File: config.mk
export PLATFORM = sky130hd
export DESIGN_NAME = pierr_port
export DESIGN_NICKNAME = d
export VERILOG_FILES = /design/src/design/pierr_fn_aer.v /design/src/design/pierr_port.v
export VERILOG_INCLUDE_DIRS = /design/src /design/src/design
export SDC_FILE = /design/constraint.sdc
export NUM_CORES = 1
export LEC_CHECK = 0
export BUFFER_PORTS_ARGS = -buffer_cell sky130_fd_sc_hd__buf_4
export CAP_MARGIN = 15
export CORE_AREA = 2 2 413 415
export DETAILED_ROUTE_END_ITERATION = 7
export DIE_AREA = 0 0 415 417
export SYNTH_ARGS = -nofsm -noshare
export SYNTH_HDL_FRONTEND = slang
export SYNTH_SLANG_ARGS = --single-unit
File: constraint.sdc
create_clock -name clk -period 4.6 [get_ports clk]
set_input_delay 0.92 -clock clk [delete_from_list [all_inputs] [get_ports clk]]
set_output_delay 0.92 -clock clk [all_outputs]
set_load 0.01 [all_outputs]
File: src/design/pierr_regs.vh
// Purpose: constants for the per-port internal error reporter
// Assumes: 64-bit source vector split over a pair of 32-bit words
// Notes: source bit positions are a local assignment
`ifndef PIERR_REGS_VH
`define PIERR_REGS_VH
`define PIERR_NSRC            64
`define PIERR_NFN             3
`define PIERR_FN_BRIDGE       0
`define PIERR_FN_NT           1
`define PIERR_FN_DMA          2
// source bit positions in the status pair
`define PIERR_SRC_TO_POSTED   0
`define PIERR_SRC_TO_NONPOST  1
`define PIERR_SRC_TO_CPL      2
`define PIERR_SRC_TO_INSERTED 3
`define PIERR_SRC_ECC_IFB_CTL 4
`define PIERR_SRC_ECC_IFB_DAT 5
`define PIERR_SRC_ECC_EFB_CTL 6
`define PIERR_SRC_ECC_EFB_DAT 7
`define PIERR_SRC_ECC_REPLAY  8
`define PIERR_SRC_PARITY      9
`define PIERR_SRC_DMA_TO_P    10
`define PIERR_SRC_DMA_TO_NP   11
`define PIERR_SRC_DMA_TO_CPL  12
`define PIERR_SRC_DMA_IFB_CTL 13
`define PIERR_SRC_DMA_IFB_DAT 14
`define PIERR_SRC_DMA_EFB_CTL 15
`define PIERR_SRC_DMA_EFB_DAT 16
`define PIERR_SRC_DMA_PARITY  17
`define PIERR_SRC_RELAY_LO    32
// dma mask is the bridge and nt default mask; relay mask strips relayed sources from the nt and dma inputs
`define PIERR_DMA_SRC_MASK    64'h000000000003FC00
`define PIERR_RELAY_SRC_MASK  64'hFFFFFFFF00000000
`define PIERR_SEV_RESET       64'h0000000000000000
`define PIERR_HDR_ONES        128'hFFFFFFFFFFFFFFFFFFFFFFFFFFFFFFFF
// queue age limit before a packet is dropped
`define PIERR_TIMEOUT_S       64
`define PIERR_CLK_HZ          20000000
`endif

File: src/design/pierr_fn_aer.v
// Purpose: advanced error status slice of one port function
// Assumes: clk at 20 MHz, resetn asynchronous active low
// Notes: one instance per bridge, nontransparent and dma function
`timescale 1ns/1ps
`default_nettype none
module pierr_fn_aer #(
	parameter NSRC = 64,
	parameter [NSRC-1:0] MASK_RESET = {NSRC{1'b0}}
) (
	input  wire            clk,
	input  wire            resetn,
	input  wire            present,          // function exists in this port
	input  wire            report_enable,    // port-wide reporting enable
	input  wire [NSRC-1:0] detect,           // detected events this cycle
	input  wire [NSRC-1:0] severity,         // 1 = uncorrectable
	input  wire            mask_wr,          // write the function mask pair
	input  wire [NSRC-1:0] mask_wdata,       // mask data, 1 = hidden
	input  wire            clr_uncorr,       // write-one-clear of uncorrectable flag
	input  wire            clr_corr,         // write-one-clear of correctable flag
	input  wire            amask_wr,         // write of advanced mask/severity fields
	input  wire            amask_uncorr_in,  // new uncorrectable mask field
	input  wire            asev_uncorr_in,   // new uncorrectable severity field
	input  wire            amask_corr_in,    // new correctable mask field
	input  wire            ahlo_mask_in,     // new header log overflow mask field
	output reg  [NSRC-1:0] fn_err_mask,      // function mask pair
	output reg             uncorr_internal_flag,
	output reg             corr_internal_flag,
	output reg             adv_uncorr_mask,
	output reg             adv_uncorr_severity,
	output reg             adv_corr_mask,
	output reg             header_log_overflow_mask,
	output reg             uncorr_msg,       // one-cycle message to root complex
	output reg             corr_msg,         // one-cycle message to root complex
	output reg             hdr_log_valid     // header log holds all ones
);
	wire [NSRC-1:0] live   = detect & ~fn_err_mask;   // unmasked events
	wire            hit_u  = |(live & severity);      // uncorrectable events
	wire            hit_c  = |(live & ~severity);     // correctable events
	wire            take_u = present & report_enable & hit_u;
	wire            take_c = present & report_enable & hit_c;

	// mask pair always writable; advanced fields frozen while reporting is off
	always @(posedge clk or negedge resetn) begin
		if (!resetn) begin
			fn_err_mask              <= MASK_RESET;
			adv_uncorr_mask          <= 1'b0;
			adv_uncorr_severity      <= 1'b0;
			adv_corr_mask            <= 1'b0;
			header_log_overflow_mask <= 1'b0;
		end else begin
			if (mask_wr) begin
				fn_err_mask <= mask_wdata;
			end
			if (amask_wr && report_enable) begin
				adv_uncorr_mask          <= amask_uncorr_in;
				adv_uncorr_severity      <= asev_uncorr_in;
				adv_corr_mask            <= amask_corr_in;
				header_log_overflow_mask <= ahlo_mask_in;
			end
		end
	end

	// sticky flags, set beats clear, messages only on first set
	always @(posedge clk or negedge resetn) begin
		if (!resetn) begin
			uncorr_internal_flag <= 1'b0;
			corr_internal_flag   <= 1'b0;
			uncorr_msg           <= 1'b0;
			corr_msg             <= 1'b0;
			hdr_log_valid        <= 1'b0;
		end else begin
			// masked events never reach the flags
			if (take_u) begin
				uncorr_internal_flag <= 1'b1;
			end else if (clr_uncorr && report_enable) begin
				uncorr_internal_flag <= 1'b0;
			end
			if (take_c) begin
				corr_internal_flag <= 1'b1;
			end else if (clr_corr && report_enable) begin
				corr_internal_flag <= 1'b0;
			end
			// suppress while flag already set
			uncorr_msg <= take_u & ~uncorr_internal_flag & ~adv_uncorr_mask;
			corr_msg   <= take_c & ~corr_internal_flag & ~adv_corr_mask;
			if (take_u) begin
				hdr_log_valid <= 1'b1;
			end else if (clr_uncorr && report_enable) begin
				hdr_log_valid <= 1'b0;
			end
		end
	end
endmodule // pierr_fn_aer
`default_nettype wire

File: src/design/pierr_port.v
// Purpose: per-port internal error logging, filtering and reporting
// Assumes: single clock clk at 20 MHz, resetn asynchronous active low
// Notes: error inputs are same-domain pulses; no register bus, plain ports
//
// Contract
// - timeouts, ecc, parity count as internal errors
// - report through detecting port's own functions
// - one port enable gates all function reporting
// - advanced fields read-only while reporting disabled
// - uncorrectable report logs all-ones header
// - each function has its own mask pair
// - dma sources default only to dma function
// - relayed errors bridge only; others all functions
// - status bit set on detect regardless of masks
// - severity bit selects uncorrectable or correctable
// - uncorrectable sets flag and signals root complex
// - no new uncorrectable report while flag set
// - correctable sets flag and signals root complex
// - no new correctable report while flag set
// - inject write emulates the matching error
// - injected errors reach bridge function only
// - aged queue packet dropped, type status set
// - memory ecc error sets that memory's bit; only ecc_err[8:0] are logged, ecc_err[13:9] are ignored
// - egress or consumed parity error sets parity bit
`timescale 1ns/1ps
`default_nettype none
`include "pierr_regs.vh"
module pierr_port #(
	parameter NSRC      = `PIERR_NSRC,
	parameter CLK_HZ    = `PIERR_CLK_HZ,
	parameter AGE_LIMIT = `PIERR_TIMEOUT_S * CLK_HZ   // cycles before a queued packet ages out
) (
	input  wire             clk,
	input  wire             resetn,
	input  wire [2:0]       fn_present,           // bridge, nontransparent, dma present
	input  wire             ctl_wr,               // write of int_err_control
	input  wire             ctl_wdata,            // new int_err_report_enable
	output reg              int_err_report_enable,
	input  wire             queue_head_valid,     // packet at head of watched queue
	input  wire [1:0]       queue_head_type,      // 0 posted 1 nonposted 2 completion 3 inserted
	input  wire             queue_head_pop,       // head leaves the queue normally
	output wire             queue_head_discard,   // head dropped for age
	input  wire [13:0]      ecc_err,              // per-memory single/double bit errors
	input  wire             parity_err_egress,    // parity error at egress link layer
	input  wire             parity_err_consumed,  // parity error in consumed packet
	input  wire             dma_parity_err,       // dma data path parity error
	input  wire [2:0]       dma_timeout,          // dma ingress timeouts p, np, cpl
	input  wire [31:0]      relay_err,            // errors relayed from other ports
	input  wire             sts_wr,               // write-one-clear of status pair
	input  wire [NSRC-1:0]  sts_wdata,
	output reg  [NSRC-1:0]  int_err_status_pair,
	input  wire             sev_wr,               // write of severity pair
	input  wire [NSRC-1:0]  sev_wdata,
	output reg  [NSRC-1:0]  int_err_severity_pair,
	input  wire             inject_wr,            // write of inject pair
	input  wire [NSRC-1:0]  inject_wdata,         // ones emulate errors
	input  wire [2:0]       fn_mask_wr,           // per-function mask write
	input  wire [NSRC-1:0]  fn_mask_wdata,
	output wire [NSRC-1:0]  bridge_fn_err_mask,
	output wire [NSRC-1:0]  nontransparent_fn_err_mask,
	output wire [NSRC-1:0]  dma_fn_err_mask,
	input  wire [2:0]       adv_clr_uncorr,       // per-function clear of uncorrectable flag
	input  wire [2:0]       adv_clr_corr,         // per-function clear of correctable flag
	input  wire [2:0]       adv_mask_wr,          // per-function advanced mask write
	input  wire [2:0]       adv_uncorr_mask_in,
	input  wire [2:0]       adv_uncorr_sev_in,
	input  wire [2:0]       adv_corr_mask_in,
	input  wire [2:0]       adv_hlo_mask_in,
	output wire [2:0]       adv_uncorr_status,    // uncorrectable internal flag per function
	output wire [2:0]       adv_corr_status,      // correctable internal flag per function
	output wire [2:0]       adv_uncorr_mask,
	output wire [2:0]       adv_uncorr_severity,
	output wire [2:0]       adv_corr_mask,
	output wire [2:0]       header_log_overflow_mask,
	output wire [2:0]       uncorr_msg,           // one-cycle report per function
	output wire [2:0]       corr_msg,             // one-cycle report per function
	output wire [3*128-1:0] hdr_log               // header log per function
);
	// age counter width covers the limit
	localparam AGE_W = 32;

	reg  [AGE_W-1:0] age_cnt;      // cycles the head has waited
	reg  [NSRC-1:0]  inject_evt;   // one-cycle injected events
	reg  [NSRC-1:0]  hw_evt;       // hardware events this cycle
	wire             age_expired;  // head older than the limit
	wire [NSRC-1:0]  all_evt;      // real plus injected
	wire [NSRC-1:0]  real_evt;     // real events without relayed ones
	wire [2:0]       hdr_valid;    // header log filled per function

	// control bit; reporting enable resets to on
	always @(posedge clk or negedge resetn) begin
		if (!resetn) begin
			int_err_report_enable <= 1'b1;
		end else if (ctl_wr) begin
			int_err_report_enable <= ctl_wdata;
		end
	end

	// head-of-queue age counter, restarts with each new head
	always @(posedge clk or negedge resetn) begin
		if (!resetn) begin
			age_cnt <= {AGE_W{1'b0}};
		end else if (!queue_head_valid || queue_head_pop || age_expired) begin
			age_cnt <= {AGE_W{1'b0}};
		end else begin
			age_cnt <= age_cnt + 32'h00000001;
		end
	end

	assign age_expired        = queue_head_valid && !queue_head_pop && (age_cnt >= AGE_LIMIT[AGE_W-1:0]);
	assign queue_head_discard = age_expired;

	// gather hardware error sources into their status positions
	always @* begin
		hw_evt = {NSRC{1'b0}};
		if (age_expired) begin
			hw_evt[`PIERR_SRC_TO_POSTED + queue_head_type] = 1'b1;
		end
		hw_evt[`PIERR_SRC_ECC_REPLAY:`PIERR_SRC_ECC_IFB_CTL] = ecc_err[4:0];
		hw_evt[`PIERR_SRC_DMA_EFB_DAT:`PIERR_SRC_DMA_IFB_CTL] = ecc_err[8:5];
		hw_evt[`PIERR_SRC_PARITY]   = parity_err_egress | parity_err_consumed;
		hw_evt[`PIERR_SRC_DMA_PARITY] = dma_parity_err;
		hw_evt[`PIERR_SRC_DMA_TO_CPL:`PIERR_SRC_DMA_TO_P] = dma_timeout;
		hw_evt[NSRC-1:`PIERR_SRC_RELAY_LO] = relay_err;
	end

	// inject writes make one-cycle emulated events
	always @(posedge clk or negedge resetn) begin
		if (!resetn) begin
			inject_evt <= {NSRC{1'b0}};
		end else begin
			inject_evt <= inject_wr ? inject_wdata : {NSRC{1'b0}};
		end
	end

	assign all_evt  = hw_evt | inject_evt;
	assign real_evt = hw_evt & ~`PIERR_RELAY_SRC_MASK;

	// sticky status pair, set independent of masks, set beats clear
	always @(posedge clk or negedge resetn) begin
		if (!resetn) begin
			int_err_status_pair <= {NSRC{1'b0}};
		end else begin
			int_err_status_pair <= (int_err_status_pair & ~(sts_wr ? sts_wdata : {NSRC{1'b0}}))
			                       | all_evt;
		end
	end

	// severity pair
	always @(posedge clk or negedge resetn) begin
		if (!resetn) begin
			int_err_severity_pair <= `PIERR_SEV_RESET;
		end else if (sev_wr) begin
			int_err_severity_pair <= sev_wdata;
		end
	end

	// bridge sees relayed and injected events; dma defaults hidden
	pierr_fn_aer #(
		.NSRC       (NSRC),
		.MASK_RESET (`PIERR_DMA_SRC_MASK)
	) u_bridge (
		.clk                      (clk),
		.resetn                   (resetn),
		.present                  (fn_present[`PIERR_FN_BRIDGE]),
		.report_enable            (int_err_report_enable),
		.detect                   (all_evt),
		.severity                 (int_err_severity_pair),
		.mask_wr                  (fn_mask_wr[`PIERR_FN_BRIDGE]),
		.mask_wdata               (fn_mask_wdata),
		.clr_uncorr               (adv_clr_uncorr[`PIERR_FN_BRIDGE]),
		.clr_corr                 (adv_clr_corr[`PIERR_FN_BRIDGE]),
		.amask_wr                 (adv_mask_wr[`PIERR_FN_BRIDGE]),
		.amask_uncorr_in          (adv_uncorr_mask_in[`PIERR_FN_BRIDGE]),
		.asev_uncorr_in           (adv_uncorr_sev_in[`PIERR_FN_BRIDGE]),
		.amask_corr_in            (adv_corr_mask_in[`PIERR_FN_BRIDGE]),
		.ahlo_mask_in             (adv_hlo_mask_in[`PIERR_FN_BRIDGE]),
		.fn_err_mask              (bridge_fn_err_mask),
		.uncorr_internal_flag     (adv_uncorr_status[`PIERR_FN_BRIDGE]),
		.corr_internal_flag       (adv_corr_status[`PIERR_FN_BRIDGE]),
		.adv_uncorr_mask          (adv_uncorr_mask[`PIERR_FN_BRIDGE]),
		.adv_uncorr_severity      (adv_uncorr_severity[`PIERR_FN_BRIDGE]),
		.adv_corr_mask            (adv_corr_mask[`PIERR_FN_BRIDGE]),
		.header_log_overflow_mask (header_log_overflow_mask[`PIERR_FN_BRIDGE]),
		.uncorr_msg               (uncorr_msg[`PIERR_FN_BRIDGE]),
		.corr_msg                 (corr_msg[`PIERR_FN_BRIDGE]),
		.hdr_log_valid            (hdr_valid[`PIERR_FN_BRIDGE])
	);

	// nontransparent sees only real local events; dma sources hidden by default
	pierr_fn_aer #(
		.NSRC       (NSRC),
		.MASK_RESET (`PIERR_DMA_SRC_MASK)
	) u_nontransparent (
		.clk                      (clk),
		.resetn                   (resetn),
		.present                  (fn_present[`PIERR_FN_NT]),
		.report_enable            (int_err_report_enable),
		.detect                   (real_evt),
		.severity                 (int_err_severity_pair),
		.mask_wr                  (fn_mask_wr[`PIERR_FN_NT]),
		.mask_wdata               (fn_mask_wdata),
		.clr_uncorr               (adv_clr_uncorr[`PIERR_FN_NT]),
		.clr_corr                 (adv_clr_corr[`PIERR_FN_NT]),
		.amask_wr                 (adv_mask_wr[`PIERR_FN_NT]),
		.amask_uncorr_in          (adv_uncorr_mask_in[`PIERR_FN_NT]),
		.asev_uncorr_in           (adv_uncorr_sev_in[`PIERR_FN_NT]),
		.amask_corr_in            (adv_corr_mask_in[`PIERR_FN_NT]),
		.ahlo_mask_in             (adv_hlo_mask_in[`PIERR_FN_NT]),
		.fn_err_mask              (nontransparent_fn_err_mask),
		.uncorr_internal_flag     (adv_uncorr_status[`PIERR_FN_NT]),
		.corr_internal_flag       (adv_corr_status[`PIERR_FN_NT]),
		.adv_uncorr_mask          (adv_uncorr_mask[`PIERR_FN_NT]),
		.adv_uncorr_severity      (adv_uncorr_severity[`PIERR_FN_NT]),
		.adv_corr_mask            (adv_corr_mask[`PIERR_FN_NT]),
		.header_log_overflow_mask (header_log_overflow_mask[`PIERR_FN_NT]),
		.uncorr_msg               (uncorr_msg[`PIERR_FN_NT]),
		.corr_msg                 (corr_msg[`PIERR_FN_NT]),
		.hdr_log_valid            (hdr_valid[`PIERR_FN_NT])
	);

	// dma sees only real local events, all of them unmasked by default
	pierr_fn_aer #(
		.NSRC       (NSRC),
		.MASK_RESET ({NSRC{1'b0}})
	) u_dma (
		.clk                      (clk),
		.resetn                   (resetn),
		.present                  (fn_present[`PIERR_FN_DMA]),
		.report_enable            (int_err_report_enable),
		.detect                   (real_evt),
		.severity                 (int_err_severity_pair),
		.mask_wr                  (fn_mask_wr[`PIERR_FN_DMA]),
		.mask_wdata               (fn_mask_wdata),
		.clr_uncorr               (adv_clr_uncorr[`PIERR_FN_DMA]),
		.clr_corr                 (adv_clr_corr[`PIERR_FN_DMA]),
		.amask_wr                 (adv_mask_wr[`PIERR_FN_DMA]),
		.amask_uncorr_in          (adv_uncorr_mask_in[`PIERR_FN_DMA]),
		.asev_uncorr_in           (adv_uncorr_sev_in[`PIERR_FN_DMA]),
		.amask_corr_in            (adv_corr_mask_in[`PIERR_FN_DMA]),
		.ahlo_mask_in             (adv_hlo_mask_in[`PIERR_FN_DMA]),
		.fn_err_mask              (dma_fn_err_mask),
		.uncorr_internal_flag     (adv_uncorr_status[`PIERR_FN_DMA]),
		.corr_internal_flag       (adv_corr_status[`PIERR_FN_DMA]),
		.adv_uncorr_mask          (adv_uncorr_mask[`PIERR_FN_DMA]),
		.adv_uncorr_severity      (adv_uncorr_severity[`PIERR_FN_DMA]),
		.adv_corr_mask            (adv_corr_mask[`PIERR_FN_DMA]),
		.header_log_overflow_mask (header_log_overflow_mask[`PIERR_FN_DMA]),
		.uncorr_msg               (uncorr_msg[`PIERR_FN_DMA]),
		.corr_msg                 (corr_msg[`PIERR_FN_DMA]),
		.hdr_log_valid            (hdr_valid[`PIERR_FN_DMA])
	);

	// header log reads all ones once an uncorrectable report is made
	assign hdr_log = {(hdr_valid[2] ? `PIERR_HDR_ONES : 128'h0),
	                  (hdr_valid[1] ? `PIERR_HDR_ONES : 128'h0),
	                  (hdr_valid[0] ? `PIERR_HDR_ONES : 128'h0)};
endmodule // pierr_port
`default_nettype wire

==> metrics list, run 1 <==
- Result of the run: finished, final reports clean
* Horiz. Die Dim: 415 um
* Global placer's final weighted congestion: 0.888
* Net count of the finished layout: 2,998
- The synthesized design devotes to its leading area cell type 49.4% of total area.
- Critical Path RT: 3.68 ns
- Row cnt: 151
- Max-cap violation count: 0
* Slew HR: 28.9%
- sky130_fd_sc_hd__dfrtp_1 takes more of the synthesized area than any other cell.
- Peak per-stage delay on the critical path: 0.58 ns
- Detail Placement HPWL: 97,200 um
- The slowest stage of the critical path belongs to the cell sky130_fd_sc_hd__or4b_4.
- Input and output buffers added on the ports amount to 1,070.
- Vias after detailed routing: 17,323
* Worst Clk Skew: 0.0687 ns
* Number of failing setup endpoints in the final timing report: 0
- PnR worst setup slack: 1.04 ns
- Post-synth EDFFs: 0
* Synth-to-layout area growth: 47.0%
* Crit path time final: 3.56 ns
- Switch Pwr: 4.29 mW
- Total negative slack: 0 ns
- Total wire length: 117,000 um
- The number of different library cells used by synthesis comes to 57.
- Number of warning messages in the yosys log: 0
* Std-Cell Core Area: 169,000 um^2
- #FFs+latches synth: 441
- The count of final hold-check violations is 0.
- Clock tree from TritonCTS: built
- Clock-pin slew was measured on the worst setup and hold paths at 0.07 ns.
- Placed cell count: 4,808
* Standby leakage power: 14.2 nW
* # resized after CTS: 0
- The commonest cells after synthesis are sky130_fd_sc_hd__dfrtp_1, sky130_fd_sc_hd__buf_4, sky130_fd_sc_hd__mux2_2.
* Critical setup path kind: reg2out
- VDD IR max: 0.000305 V
- Nets in the synthesized netlist: 2,279
* Library cell used as clock root buffer: sky130_fd_sc_hd__clkbuf_16
- Wire length of the first global-routing pass: 151,000 um
- Post-synthesis async set-or-reset flop share: 100%
- A synthesized cell averages 11.1 um^2.
- In this run the vertical extent of the chip is 417 um.
- Counting both buffers and inverters, the worst setup path holds a total of 1.
- The first detailed-routing pass took 5 iterations.
- Setup repair after global routing left no endpoint under its margin.
* Area of the die: 173,000 um^2
- Per report_power, the sequential group accounts for 36.1% of the total.
- Path class of the lowest-slack min-delay path: in2async
- Comb power frac: 27.4%
- At the placement stage, the worst setup path has a slack of 0.975 ns.
* Pint: 8.81 mW
* Buffers from clock root to sink, at most: 3
- H-tree levels: 2
- Most common cell in the synthesized netlist: sky130_fd_sc_hd__dfrtp_1
- CP endpoint kind: primary output
- Effective utilization at floorplan: 12.8%
- The clock network is responsible for 36.5% of the overall power.
- Number of nets with antenna violations after detailed routing: 0
- STA classifies the critical path startpoint as a flop.
* Cell Count, Final, Fillers Out: 4,925
* Number of clock buffers inserted by TritonCTS: 56
* Number of clock sinks seen by CTS: 441
* Fraction of layout cells with a size suffix above 1: 56.5%
- Post-Layout Inst Area: 31,600 um^2
* Hold_ws: 0.273 ns
* Net switching fraction of the power: 32.7%
- Total GRT Usage: 12.9%
- In this run the post-CTS setup repair buffer count came out at 0.
* Count of boundary I/O pins: 1,076
- By area the synthesized netlist is led by sky130_fd_sc_hd__dfrtp_1, sky130_fd_sc_hd__buf_4, sky130_fd_sc_hd__mux2_2, sky130_fd_sc_hd__nand2_1, sky130_fd_sc_hd__dfstp_2.
* Clock insertion delay at the later pin of the skew report: 0.72 ns
- Number of DRC markers in iteration 0: 976
* Share of the clock period used by the worst path after layout: 77.4%
- For this run the aggregate overflow at the end of global routing stands at 0.
- Fin. max-slew vios: 0
- Final routed wire length divided by cell count: 23.9 um
* Sequential cell area fraction in the yosys report: 51.4%
- Number of antenna violations at the first check in global routing: 44
- The number of hold buffers added after CTS was 0.
* Cell class contributing the biggest share of worst-path delay: simple AND/OR/NAND/NOR gates
- Synthesis produced 1,931 cells.
- Top_reg_cell synth: sky130_fd_sc_hd__dfrtp_1
* Residual DRC count: 0
- Chain of cells forming the critical path: or4b_4 -> nor3_4 -> o21ai_2 -> a21oi_1 -> buf_4
- Fmax achieved: 0.281 GHz
- Total power per unit cell area: 414 nW/um^2
- For the pin with the worst max-slew slack, the measured transition is 1.07 ns.
* Ratio of routed vias to standard cells: 3.52
* Highest net fanout along the worst path: 10
* Number of global-route vias before repair: 16,841
- Entering global routing, the biggest net connects 132 pins.
- Summing every instance area after synthesis gives 21,500 um^2.
* Post-place instance area: 29,500 um^2
* Arrival time of the worst setup path: 2.64 ns
==> flip-flops by register name (all words and copies together), names as in the netlist, 32 cells and up <==
signal                        count
age_cnt                          32
inject_evt                       64
int_err_severity_pair            64
int_err_status_pair              64
u_bridge.fn_err_mask             64
u_dma.fn_err_mask                64
u_nontransparent.fn_err_mask     64
==> worst reg2reg max path, cell delays in order (launching register included) <==
cell and delay, ns:
sky130_fd_sc_hd__dfrtp_1 0.77, sky130_fd_sc_hd__nor3b_1 0.24, sky130_fd_sc_hd__or4_1 0.59, sky130_fd_sc_hd__nor4_2 0.64
sky130_fd_sc_hd__buf_4 0.22, sky130_fd_sc_hd__nand4_1 0.11, sky130_fd_sc_hd__nor4_2 0.19, sky130_fd_sc_hd__buf_4 0.18
sky130_fd_sc_hd__a2111oi_0 0.09
==> routing by layer <==
metal | vias to the layer above | wire, um | global-route usage, %
met5 | - | 264 | 0
met4 | 40 | 6510 | 6.59
met3 | 187 | 10200 | 4.67
met2 | 834 | 62700 | 24.1
met1 | 8600 | 37900 | 12.4
li1 | 7662 | - | -
==> per-stage QoR <==
stage | power (mW) | util [%]
finish | 13.1 | 18.7
global route | 13.7 | 18.7
detailed placement | 8.48 | 17.5
CTS | 13.4 | 18.7
global placement | 8.43 | 17.5
floorplan | 6.99 | -
==> cells in the final DEF, fill, tap and decap left out, types with 5 or more instances in the layout <==
cell	netlist	layout
sky130_fd_sc_hd__buf_4	408	1114
sky130_fd_sc_hd__dfrtp_1	424	421
sky130_fd_sc_hd__mux2_2	261	261
sky130_fd_sc_hd__nand2_1	206	206
sky130_fd_sc_hd__nor2_1	111	111
sky130_fd_sc_hd__and2_1	66	66
sky130_fd_sc_hd__clkbuf_16	0	56
sky130_fd_sc_hd__nor3_1	55	53
sky130_fd_sc_hd__nor3b_1	41	39
sky130_fd_sc_hd__inv_1	22	22
sky130_fd_sc_hd__nor4_1	25	22
sky130_fd_sc_hd__o21ai_0	20	20
sky130_fd_sc_hd__nand3b_1	18	18
sky130_fd_sc_hd__nand3_1	17	17
sky130_fd_sc_hd__nand2b_1	17	17
sky130_fd_sc_hd__dfstp_2	17	17
sky130_fd_sc_hd__nand4_1	16	16
sky130_fd_sc_hd__o22ai_1	16	16
sky130_fd_sc_hd__a21o_1	15	15
sky130_fd_sc_hd__xnor2_1	15	15
sky130_fd_sc_hd__clkbuf_8	0	12
sky130_fd_sc_hd__xor2_1	11	11
sky130_fd_sc_hd__o32ai_1	12	11
sky130_fd_sc_hd__diode_2	0	10
sky130_fd_sc_hd__clkinv_2	0	8
sky130_fd_sc_hd__clkbuf_1	53	7
sky130_fd_sc_hd__inv_6	0	7
sky130_fd_sc_hd__a21oi_1	6	6
sky130_fd_sc_hd__a211oi_1	6	6
sky130_fd_sc_hd__a2111oi_0	8	6
sky130_fd_sc_hd__a211o_1	5	5
sky130_fd_sc_hd__a2111oi_2	3	5
sky130_fd_sc_hd__bufinv_16	0	5
==> cell families after synthesis <==
kind of cell | Yosys count | synth area share [%]
fa+ha+maj | 2 | 0.116
xor+xnor | 26 | 1.06
other cells | 1 | 0.0174
buf+inv | 483 | 15.6
mux | 261 | 13.7
compound gates | 123 | 4.42
simple gates | 594 | 13.7
flops | 441 | 51.4
==> area by class of cell <==
class / count / area [um^2]
clock inverter: 30 / 398
multi-input combinational: 1007 / 7150
fill: 18502 / 137000
timing repair buffer: 1122 / 8510
tap: 2218 / 2780
inverter: 22 / 82.6
sequential: 441 / 11100
clock buffer: 75 / 1590
antenna: 10 / 25.0
==> final timing paths <==
kind / slack [ns] / cells past startpoint / endpoint / start
setup / recovery: 1.04 / 5 / queue_head_discard / age_cnt[20]
hold / removal: 0.27 / 1 / inject_evt[37] / resetn
setup reg to reg: 1.43 / 8 / u_bridge.corr_msg / int_err_severity_pair[1]
hold reg to reg: 0.46 / 2 / int_err_status_pair[47] / inject_evt[47]
max in group asynchronous: 3.13 / 2 / u_dma.fn_err_mask[62] / resetn
min in group clk: 0.41 / 3 / int_err_status_pair[51] / relay_err[19]
==> power by group through the flow <==
stage	Sequential [mW]	Clock [mW]	Combinational [mW]
floorplan	4.77	0	2.22
global placement	4.84	0	3.60
global route	4.79	5.08	3.81
detailed placement	4.86	0	3.62
finish	4.73	4.78	3.59
CTS	4.80	4.94	3.63
No activity file was read; power rests on OpenSTA's default activity.
==> run 2: changes to the inputs <==
- clock period: 4.6 -> 3.6 ns (I/O delays scaled with it)
==> run 2 against run 1 <==
Compared with the run above: critical path depth is 3 higher; die area unchanged; hold slack worse by 0.20 ns; highest routed layer unchanged; cell count increased by 0.14%.
==> metrics list, run 2 (same netlist as run 1, synthesis figures left out) <==
- Result of the run: finished, final reports clean
* Synth-to-layout area growth: 46.8%
* Ratio of routed vias to standard cells: 3.53 (+0.33%)
* Commonest non-fill, non-tap cell in the layout: sky130_fd_sc_hd__buf_4
- The violation count after the first detailed-routing iteration came to 1,062 (+8.8%).
- The H-tree depth is 2 (unchanged).
- Leaving out fill and tap cells, the most frequent cells in the layout are sky130_fd_sc_hd__buf_4, sky130_fd_sc_hd__dfrtp_1, sky130_fd_sc_hd__mux2_2, sky130_fd_sc_hd__nand2_1, sky130_fd_sc_hd__nor2_1.
- Number of nets with antenna violations after detailed routing: 0 (unchanged)
- VDD IR max: 0.000373 V (+22%)
- The vertical extent of the die came to 417 um (unchanged).
* Category of the worst setup path launch point: flop
- Setup repair after global routing left no endpoint under its margin.
- Residual DRC count: 0 (unchanged)
- The aggregate global-route resource usage is 12.9% (-0.073 points).
- The total CTS buffers was 56 (unchanged).
- Global placer's final weighted congestion: 0.874 (-1.6%)
- The chip width came to 415 um (unchanged).
* Peak per-stage delay on the critical path: 0.77 ns (+0.19 ns)
* Path class of the lowest-slack min-delay path: in2async
- Row cnt: 151 (unchanged)
- On the critical path, the stage with the largest delay is an instance of sky130_fd_sc_hd__a2111oi_0.
- The required time of the critical path came to 4.17 ns (+0.49 ns).
* Standby leakage power: 14.2 nW (about the same)
* Number of failing setup endpoints in the final timing report: 0 (unchanged)
* Transition at the pin with the smallest max-transition slack: 1.09 ns (+0.0242 ns)
- Post-Layout Inst Area: 31,600 um^2 (-0.12%)
- Chain of cells forming the critical path: nor2_1 -> nor3b_2 -> a2111oi_0 -> buf_4 -> nand4_1 -> nor4_1 -> buf_4 -> a2111oi_0
* Buffers from clock root to sink, at most: 3 (unchanged)
- Sum of overflow across all layers after global routing: 0 (unchanged)
* Fmax achieved: 0.287 GHz
- Core Util, Final: 18.7% (-0.022 points)
- Count of buffers from port buffering: 1,070 (unchanged)
* Clock transition at path regs: 0.06 ns (about the same)
* Clock tree from TritonCTS: built
- Post-CTS setup buffers: 0 (unchanged)
- Vias after detailed routing: 17,405 (+0.47%)
* Critical setup path kind: reg2reg
- Detail Placement HPWL: 96,600 um (-0.59%)
- The number of iterations in the first detailed-routing pass is 5 (unchanged).
- Library cell used as clock root buffer: sky130_fd_sc_hd__clkbuf_16
- The count of final hold-check violations is 0 (unchanged).
* Share of the clock period used by the worst path after layout: 96.6%
* Wire length of the first global-routing pass: 151,000 um (-0.18%)
- Fin. max-slew vios: 0 (unchanged)
- Effective utilization at floorplan: 12.8% (unchanged)
- Fraction of layout cells with a size suffix above 1: 56.2% (-0.29 points)
- The worst clock skew is 0.0393 ns (-0.0294 ns).
* Worst r2r src: inject_evt[61]
* CP endpoint kind: flop
- Final routed wire length divided by cell count: 23.8 um (-0.31%)
* Std-Cell Core Area: 169,000 um^2 (unchanged)
- The worst-path maximum fanout is 3 (-7).
- The standard cell area after detailed placement is 29,700 um^2 (+0.47%).
- # resized after CTS: 0 (unchanged)
* Crit path time final: 3.48 ns
- Flop-to-flop setup slack: 0.12 ns (-1.31 ns)
- Number of buffers inserted for hold repair after clock tree synthesis: 0 (unchanged)
* Total power per unit cell area: 521 nW/um^2 (+26%)
* Total wire length: 117,000 um (-0.17%)
- Max-cap violation count: 0 (unchanged)
* Slew HR: 27.3% (-1.6 points)
- Destination of the worst register-to-register timing path: u_bridge.uncorr_msg
- The cell count of the worst reg-to-reg path is 8 (unchanged).
- The maximum number of pins on one net before global-route repair is 132 (unchanged).
- The clock latency on the worst-skew pair is 0.69 ns (-0.03 ns).
* Number of clock sinks seen by CTS: 441 (unchanged)
* Count of boundary I/O pins: 1,076 (unchanged)
* Net count of the finished layout: 3,013 (+0.50%)
- Number of global-route vias before repair: 16,892 (+0.30%)
* Area of the die: 173,000 um^2 (unchanged)
* Arrival time of the worst setup path: 4.04 ns (+1.40 ns)
- Number of antenna violations at the first check in global routing: 40 (-9.1%)
run 2: cell types whose count changed in the layout (fill, tap and decap cells not counted), sizes merged:
| cell | before | now |
|---|---|---|
| bufinv | 5 | 3 |
| diode | 10 | 3 |
| buf | 1122 | 1137 |
| clkbuf | 75 | 79 |
| clkinv | 14 | 7 |
| clkinvlp | 4 | 5 |
| inv | 29 | 32 |
run 2: power breakdown:
part | internal, mW | leakage, nW | switching [mW]
combinational | 2.37 | 8.08 | 2.22
clock | 3.26 | 0.889 | 2.53
sequential | 5.40 | 5.19 | 0.660
total | 11.0 | 14.2 | 5.41
run 2: worst max-delay path, delay by kind of cell, from the launching register on:
family	cells	cell delay, ns
AOI/OAI and AO/OA	2	0.85
and+or+nand+nor	4	1.70
buffers and inverters	2	0.46
DFF	1	0.36
run 2: worst max path at each step:
stage | depth (start not counted) | startpoint | end
4_1_cts | 8 | inject_evt[61] | u_bridge.uncorr_msg
2_1_floorplan | 1 | u_nontransparent.uncorr_internal_flag | adv_uncorr_status[1]
5_1_grt | 8 | inject_evt[61] | u_bridge.uncorr_msg
3_5_place_dp | 8 | ecc_err[2] | u_bridge.uncorr_msg
3_3_place_gp | 9 | relay_err[29] | u_bridge.uncorr_msg
6_report | 8 | inject_evt[61] | u_bridge.uncorr_msg
run 2: cell type report:
type	instances	area (um^2)
well taps	2218	2780
diodes	3	7.51
clock buffers	79	1550
fillers	18498	137000
inverters	22	82.6
clock inverters	25	300
repair buffers	1137	8650
multi-input cells	1007	7130
flip-flops and latches	441	11100
run 2: routing by layer:
metal | part of all wire (%) | vias to the layer above | wire [um] | GRT usage [%]
met3 | 7.5 | 158 | 8800 | 3.92
met5 | 0.23 | - | 271 | 0
met1 | 34 | 8720 | 39600 | 13.0
met4 | 2.8 | 42 | 3320 | 3.78
li1 | - | 7691 | - | -
met2 | 56 | 794 | 65300 | 25.1
run 2: metrics by stage:
step / total power [mW] / setup WS [ns] / setup TNS [ns] / hold WS [ns] / instances
floorplan: 8.93 / 0.244 / 0 / 0.424 / 1931
global placement: 10.8 / -0.447 / -0.883 / 0.447 / 4824
detailed placement: 10.9 / -0.442 / -0.871 / 0.450 / 4824
CTS: 16.8 / 0.0770 / 0 / 0.0434 / 4928
global route: 17.2 / 0.123 / 0 / 0.0788 / 4931
finish: 16.4 / 0.121 / 0 / 0.0779 / 4932
